==> src/hdl/host_port_params.svh <==
// constants of the parallel host port
`ifndef HOST_PORT_PARAMS_SVH
`define HOST_PORT_PARAMS_SVH
`define DATA_W 10
`define CTRL_W 10
`define CLK_PERIOD_NS 10
`define DAV_DROP_NS 12
`define DAV_DROP_CYC ((`DAV_DROP_NS) / (`CLK_PERIOD_NS))
`define BIT_COMBINED 6
`define BIT_DIFF 3
`define CTRL_ADDR_BIT 10
`define CTRL0_RESET 10'h000
`define CTRL1_RESET 10'h030
`define WORD_RESET 10'h000
`define SYNC_HIGH 3'h7
`define SYNC_LOW 3'h0
`define CHAN_SINGLE 4'hF
`define CHAN_PAIRS 4'h3
`endif

==> src/hdl/host_port_pkg.sv <==
// types of the parallel host port
package host_port_pkg;
  typedef enum logic [1:0] {
    IDLE = 2'b00,
    READ = 2'b01,
    WRITE = 2'b10
  } access_t;
  typedef struct packed {
    logic [2:0] sel_a_n_s;
    logic [2:0] sel_b_s;
    logic [2:0] rd_n_s;
    logic [2:0] wr_n_s;
    access_t acc;
    logic [9:0] ctrl0;
    logic [9:0] ctrl1;
    logic [9:0] dout;
    logic doe;
    logic flag;
    logic [3:0] chan;
  } state_t;
endpackage

==> src/hdl/adc_parallel_host_port.sv <==
// parallel host port: strobe decode, control registers, read path
`timescale 1ns/1ps
`include "host_port_params.svh"
module adc_parallel_host_port (
  input wire logic clock,
  input wire logic rst_b,
  input wire logic select_a_n,
  input wire logic select_b,
  input wire logic rd_n,
  input wire logic wr_n,
  input wire logic [`CTRL_W:0] data_in,
  input wire logic [`DATA_W-1:0] sample_word,
  input wire logic sample_valid,
  output logic [`DATA_W-1:0] data_out,
  output logic data_oe,
  output logic sample_ready_flag,
  output logic [`CTRL_W-1:0] ctrl0_out,
  output logic [`CTRL_W-1:0] ctrl1_out,
  output logic [3:0] channel_diff
);
  import host_port_pkg::*;
  // ---------------------------------------------
  // state and decoded strobes
  // ---------------------------------------------
  state_t s_r;
  state_t s_nxt;
  logic sa;
  logic sb;
  logic rn;
  logic wn;
  logic comb;
  logic sel;
  logic rd_q;
  logic wr_q;
  logic rd_start;
  logic wr_end;

  // ---------------------------------------------
  // decode helpers
  // ---------------------------------------------
  // read qualifier, write strobe must stay inactive
  function automatic logic read_qual(logic cm, logic sv, logic rv, logic wv);
    read_qual = cm ? (sv && wv) : (sv && !rv && wv);
  endfunction

  // write qualifier, read strobe must stay inactive in separate mode only
  function automatic logic write_qual(logic cm, logic sv, logic rv, logic wv);
    write_qual = cm ? (sv && !wv) : (sv && !wv && rv);
  endfunction

  // channel arrangement from the differential bit
  function automatic logic [3:0] chan_map(logic diff);
    chan_map = diff ? `CHAN_PAIRS : `CHAN_SINGLE;
  endfunction

  // ---------------------------------------------
  // pin synchronisers and access sequencing
  // ---------------------------------------------
  always_comb begin
    s_nxt = s_r;
    // two flip-flops on each select and strobe pin before any decode; data_in is used unsynchronised
    s_nxt.sel_a_n_s = {s_r.sel_a_n_s[1:0], select_a_n};
    s_nxt.sel_b_s = {s_r.sel_b_s[1:0], select_b};
    s_nxt.rd_n_s = {s_r.rd_n_s[1:0], rd_n};
    s_nxt.wr_n_s = {s_r.wr_n_s[1:0], wr_n};
    sa = s_r.sel_a_n_s[1];
    sb = s_r.sel_b_s[1];
    rn = s_r.rd_n_s[1];
    wn = s_r.wr_n_s[1];
    comb = s_r.ctrl1[`BIT_COMBINED];
    sel = !sa && sb;
    rd_q = read_qual(comb, sel, rn, wn);
    wr_q = write_qual(comb, sel, rn, wn);
    rd_start = (s_r.acc == IDLE) && rd_q;
    wr_end = (s_r.acc == WRITE) && !wr_q;
    // new sample raises the flag, a read start below clears it
    if (sample_valid) begin
      s_nxt.flag = 1'b1;
    end
    case (s_r.acc)
      IDLE: begin
        if (rd_q) begin
          s_nxt.acc = READ;
          s_nxt.dout = sample_word;
          s_nxt.doe = 1'b1;
          s_nxt.flag = 1'b0;
        end else if (wr_q) begin
          s_nxt.acc = WRITE;
        end
      end
      READ: begin
        // first qualifier to go inactive ends the read
        if (!rd_q) begin
          s_nxt.acc = IDLE;
          s_nxt.doe = 1'b0;
        end
      end
      WRITE: begin
        // word is taken when the strobe ends
        if (!wr_q) begin
          s_nxt.acc = IDLE;
          if (data_in[`CTRL_ADDR_BIT]) begin
            s_nxt.ctrl1 = data_in[`CTRL_W-1:0];
          end else begin
            s_nxt.ctrl0 = data_in[`CTRL_W-1:0];
          end
        end
      end
      default: begin
        s_nxt.acc = IDLE;
        s_nxt.doe = 1'b0;
      end
    endcase
    s_nxt.chan = chan_map(s_r.ctrl0[`BIT_DIFF]);
  end

  // ---------------------------------------------
  // state register
  // ---------------------------------------------
  always_ff @(posedge clock or negedge rst_b) begin
    if (!rst_b) begin
      s_r <= '{sel_a_n_s: `SYNC_HIGH, sel_b_s: `SYNC_LOW, rd_n_s: `SYNC_HIGH,
               wr_n_s: `SYNC_HIGH, acc: IDLE, ctrl0: `CTRL0_RESET, ctrl1: `CTRL1_RESET,
               dout: `WORD_RESET, doe: 1'b0, flag: 1'b0, chan: `CHAN_SINGLE};
    end else begin
      s_r <= s_nxt;
    end
  end

  // ---------------------------------------------
  // outputs
  // ---------------------------------------------
  assign data_out = s_r.dout;
  assign data_oe = s_r.doe;
  assign sample_ready_flag = s_r.flag;
  assign ctrl0_out = s_r.ctrl0;
  assign ctrl1_out = s_r.ctrl1;
  assign channel_diff = s_r.chan;

  // ---------------------------------------------
  // checks
  // ---------------------------------------------
  oe_only_read_a: assert property (@(posedge clock) disable iff (!rst_b)
    data_oe |-> s_r.acc == READ) else $error("bus driven outside read");

  read_start_a: assert property (@(posedge clock) disable iff (!rst_b)
    rd_start |=> (data_oe && data_out == $past(sample_word)))
    else $error("read start wrong");

  flag_drop_a: assert property (@(posedge clock) disable iff (!rst_b)
    rd_start |=> !sample_ready_flag) else $error("ready flag kept on read");

  flag_set_a: assert property (@(posedge clock) disable iff (!rst_b)
    (sample_valid && !rd_start) |=> sample_ready_flag) else $error("ready flag not set");

  read_end_a: assert property (@(posedge clock) disable iff (!rst_b)
    (s_r.acc == READ && !rd_q) |=> !data_oe) else $error("read not ended");

  read_hold_a: assert property (@(posedge clock) disable iff (!rst_b)
    (s_r.acc == READ && rd_q) |=> (data_oe && $stable(data_out)))
    else $error("read word not held");

  write_load_a: assert property (@(posedge clock) disable iff (!rst_b)
    (wr_end && !data_in[`CTRL_ADDR_BIT]) |=> ctrl0_out == $past(data_in[`CTRL_W-1:0]))
    else $error("ctrl0 not loaded");

  write_load1_a: assert property (@(posedge clock) disable iff (!rst_b)
    (wr_end && data_in[`CTRL_ADDR_BIT]) |=> ctrl1_out == $past(data_in[`CTRL_W-1:0]))
    else $error("ctrl1 not loaded");

  ctrl_hold_a: assert property (@(posedge clock) disable iff (!rst_b)
    !wr_end |=> ($stable(ctrl0_out) && $stable(ctrl1_out)))
    else $error("control changed without write");

  sep_read_a: assert property (@(posedge clock) disable iff (!rst_b)
    (!comb && rn && s_r.acc == IDLE) |=> s_r.acc != READ) else $error("read without strobe");

  sep_write_a: assert property (@(posedge clock) disable iff (!rst_b)
    (!comb && sel && !wn && rn && s_r.acc == IDLE) |=> s_r.acc == WRITE)
    else $error("write strobe not taken");

  both_strobe_a: assert property (@(posedge clock) disable iff (!rst_b)
    (!comb && sel && !wn && !rn && s_r.acc == IDLE) |=> s_r.acc == IDLE)
    else $error("both strobes started access");

  comb_dir_a: assert property (@(posedge clock) disable iff (!rst_b)
    (comb && sel && !wn && s_r.acc == IDLE) |=> s_r.acc == WRITE) else $error("dir low not write");

  comb_read_a: assert property (@(posedge clock) disable iff (!rst_b)
    (comb && sel && wn && s_r.acc == IDLE) |=> s_r.acc == READ) else $error("dir high not read");

  qual_a: assert property (@(posedge clock) disable iff (!rst_b)
    (!sel && s_r.acc == IDLE) |=> s_r.acc == IDLE) else $error("access without select");

  chan_pairs_a: assert property (@(posedge clock) disable iff (!rst_b)
    ctrl0_out[`BIT_DIFF] |=> channel_diff == `CHAN_PAIRS) else $error("pairs not selected");

  chan_single_a: assert property (@(posedge clock) disable iff (!rst_b)
    !ctrl0_out[`BIT_DIFF] |=> channel_diff == `CHAN_SINGLE) else $error("singles not selected");

endmodule // adc_parallel_host_port

==> config.mk <==
export PLATFORM = sky130hd
export DESIGN_NAME = adc_parallel_host_port
export DESIGN_NICKNAME = d
export VERILOG_FILES = /design/src/hdl/host_port_pkg.sv /design/src/hdl/adc_parallel_host_port.sv
export VERILOG_INCLUDE_DIRS = /design/src /design/src/hdl
export SDC_FILE = /design/constraint.sdc
export NUM_CORES = 1
export LEC_CHECK = 0
export BUFFER_PORTS_ARGS = -buffer_cell sky130_fd_sc_hd__buf_4
export CAP_MARGIN = 15
export CORE_MARGIN = 3
export CORE_UTILIZATION = 51
export CTS_BUF_LIST = sky130_fd_sc_hd__clkbuf_8
export DETAILED_ROUTE_END_ITERATION = 10
export HOLD_SLACK_MARGIN = 0.12
export PLACE_DENSITY = 0.78
export SYNTH_ARGS = -nofsm -noshare
export SYNTH_HDL_FRONTEND = slang
export SYNTH_SLANG_ARGS = --single-unit
==> constraint.sdc <==
create_clock -name clock -period 2.02 [get_ports clock]
set_clock_uncertainty 0.15 [all_clocks]
set_input_delay 0.404 -clock clock [delete_from_list [all_inputs] [get_ports clock]]
set_output_delay 0.404 -clock clock [all_outputs]
set_load 0.03 [all_outputs]
==> impl_summary.md <==
Outcome
The flow ran to the end, and the final reports show no timing, DRC or antenna violations.

Synthesis
The Yosys step of the flow raised 0 warnings. Of the total synthesized cell area, the portion taken by XOR and XNOR cells is 0%. The sequential element share of the synthesized area is 59.6%.

The post-synthesis cell type with the largest combined area is sky130_fd_sc_hd__dfrtp_1. After synthesis, the mean cell area works out to 14.1 sq um. By area, the combinational part of the netlist is dominated by multiplexers. The post-synthesis instance area is 1820 sq um.

The number of enable-type register cells in the synthesized netlist is 0. Ranked by total cell area, the synthesized netlist is headed by sky130_fd_sc_hd__dfrtp_1 47%, sky130_fd_sc_hd__mux2_2 17%, sky130_fd_sc_hd__buf_4 14%. The area fraction in compound gates after synthesis is 2.33%. In the synthesized netlist the async set-or-reset flop fraction comes to 100%. The adder and majority cell fraction of the synthesized area is 0.549%. The synthesized flop and latch total is 43. The post-synthesis cell type count is 20. The synthesized design devotes to its leading area cell type 46.6% of total area. After technology mapping, the gate count stands at 129. For this run, the leading register cell type out of synthesis is sky130_fd_sc_hd__dfrtp_1. The simple-gate share of the synthesized area is 4.25%. Multiplexer cells account for 17.9% of the synthesized area.

Detailed routing
Wires add up to 2800 um. The overall via count from detail_route is 1,022. In this run the remaining antenna-violating nets after routing total 0. The DRC violation count after routing is 0. The average wire per standard cell is 13.0 um.

The pre-antenna-repair detailed-routing pass consisted of 3 iterations. Using the TritonRoute via totals, the vias-per-cell ratio works out to 4.75. In this run, the number of DRC markers left after iteration 0 of detailed routing was 25.

Final layout
The area growth from synthesis to layout is 22.6%. The post-route netlist has 63.9% of its cells at a drive strength greater than 1. In the layout the commonest cells are 62 x sky130_fd_sc_hd__buf_4, 34 x sky130_fd_sc_hd__dfrtp_1, 27 x sky130_fd_sc_hd__mux2_2, 9 x sky130_fd_sc_hd__dfstp_2, 7 x sky130_fd_sc_hd__clkbuf_8. The leading cell type in the layout, fill and taps excluded is sky130_fd_sc_hd__buf_4. The count of cells in the finished layout, fillers not included, comes to 215. The count of antenna diodes in the layout is 0. The count of nets after finishing is 196.

Clock tree
The total CTS buffers is 5. Clock-pin slew was measured on the worst setup and hold paths at 0.07 ns. The clock drives 43 sinks. The H-tree was split into 2 levels. The number of post-CTS setup repair buffers is 0. The later pin in the worst-skew pair is clocked with a latency of 0.28 ns. The library cell used as clock root buffer is sky130_fd_sc_hd__clkbuf_8. The maximum buffer depth of the clock tree is 2. The clock tree from TritonCTS is yes.

GRT
The first global-routing pass estimated 4540 um of wire. The total overflow left after global routing is 0. The via count of the first global-routing pass came to 1,018. The initial antenna violation count is 0.

The aggregate global-route resource usage is 14.4%. The maximum number of pins on one net before global-route repair is 44.

Die
64 I/O pins were placed. In this run the standard cell core region covers 3390 sq um. The die span in x is 65.8 um. The initial utilization of the core area, before any placement, comes to 53.8%. The cell row count is 21. The height of the chip is 65.8 um. The die covers 4330 sq um.

Timing
Setup repair after global routing left no endpoint under its margin. The ratio of final minimum period to clock period is 92.9%. Across all setup checks in the final design, the least slack found is 0.143 ns. The accumulated negative setup slack is 0 ns. The final hold violation count is 0.

The highest clock rate is 0.533 GHz. The transition time at the pin with the least slew margin is 0.520 ns. The number of pins with negative max-slew slack in the final report came to 0.

The remaining max-slew budget at the tightest pin is 65.4%. Setup violations remaining at the end of the flow were counted as 0. The final period demand of the worst path is 1.88 ns.

The tightest hold path in the finished design has a slack of 0.189 ns.

Min path
The path class of the tightest hold or removal check is input port to flop.

Power and ir drop
The completed layout was analyzed and its total power is 0.00283 W. The worst voltage drop across the vdd grid is 707 uV. The ratio of total power to cell area is 1270 nW/um^2. The leakage dissipation is 1.06 nW.

Placement
The final HPWL from detailed placement is 2120 um. The post-placement setup slack is 0.128 ns. Buffers placed on the I/O ports in this run total 61. At the end of routability-driven placement, the weighted congestion stood at 0.692. The number of placed cells counting well taps is 202.

Critical path
The critical path startpoint category is a flop. By startpoint and endpoint, the worst setup path is classified as flop to flop. The top fanout value on the critical path is 10.

STA classifies the critical path endpoint as a flop. The required time at the endpoint of the critical path is 2.04 ns. Data arrives at the worst endpoint at 1.90 ns.

Flow run
The tool flagged a number of max-cap violations equal to 0.
==> synthesized netlist by cell type, drive strengths merged (2+ instances only) <==
library cell,count
inv,3
buf,36
dfstp,9
mux2,29
nor2,4
dfrtp,34
nor3,2
o21ai,2
==> layer usage <==
metal / vias up / track usage, % / part of all wire, %
met5: - / 0 / 0
met4: 0 / 7.77 / 2.0
met3: 7 / 4.93 / 11
met2: 51 / 23.0 / 49
met1: 496 / 17.0 / 38
li1: 468 / - / -
==> sequential cells by signal, indices dropped and copies added (netlist names) <==
name               flops
data_out              10
ctrl1_out             10
data_oe                1
s_nxt                  7
sample_ready_flag      1
channel_diff           1
rn                     1
ctrl0_out             10
s_r                    2
==> logic make-up (layout without fill, tap and decap cells) <==
group,after synthesis,after routing
flip-flops,43,43
buffers and inverters,39,78
multiplexers,29,29
AND/OR/NAND/NOR,13,13
AO/OA/AOI/OAI,3,3
adder cells (fa/ha/maj),1,1
other,1,2
==> critical path, cell delays in order, from the launching register on <==
cell and delay (ns):
sky130_fd_sc_hd__dfstp_2 0.37, sky130_fd_sc_hd__or3b_1 0.50, sky130_fd_sc_hd__o21ai_4 0.38, sky130_fd_sc_hd__mux2_2 0.38
==> cell type report <==
type / instances / area [sq um]
Sequential cell: 43 / 1090
Multi-Input combinational cell: 48 / 464
Inverter: 3 / 11.3
Fill cell: 274 / 1150
Clock inverter: 1 / 3.75
Clock buffer: 7 / 96.3
Timing Repair Buffer: 67 / 515
Tap cell: 46 / 57.6
==> final timing paths <==
| path | from | end | slack [ns] | cells past startpoint |
|---|---|---|---|---|
| setup / recovery | s_nxt[40] | ctrl0_out[1] | 0.14 | 3 |
| hold / removal | data_in[3] | ctrl0_out[3] | 0.19 | 2 |
| setup reg to reg | s_nxt[40] | ctrl0_out[1] | 0.14 | 3 |
| hold reg to reg | s_nxt[42] | rn | 0.21 | 0 |
| max in group asynchronous | rst_b | s_nxt[49] | 0.86 | 2 |
| min in group asynchronous | rst_b | data_out[8] | 0.48 | 2 |
==> report_power, final <==
part,internal (W),switching (W)
sequential,0.00109,0.000119
clock,0.000306,0.000253
combinational,0.000449,0.000614
==> timing repair <==
item                      in CTS  in global routing
hold endpoints to repair      38                  0
resized for setup              0                  0
hold buffers                   5                  0
==> stage by stage <==
| step | util (%) | area, sq um |
|---|---|---|
| after floorplan | - | 1830 |
| after global placement | 61.5 | 2090 |
| after detailed placement | 61.5 | 2090 |
| after CTS | 66.0 | 2240 |
| after global routing | 66.0 | 2240 |
| final | 66.0 | 2240 |
(Power assumes the default switching activity.)
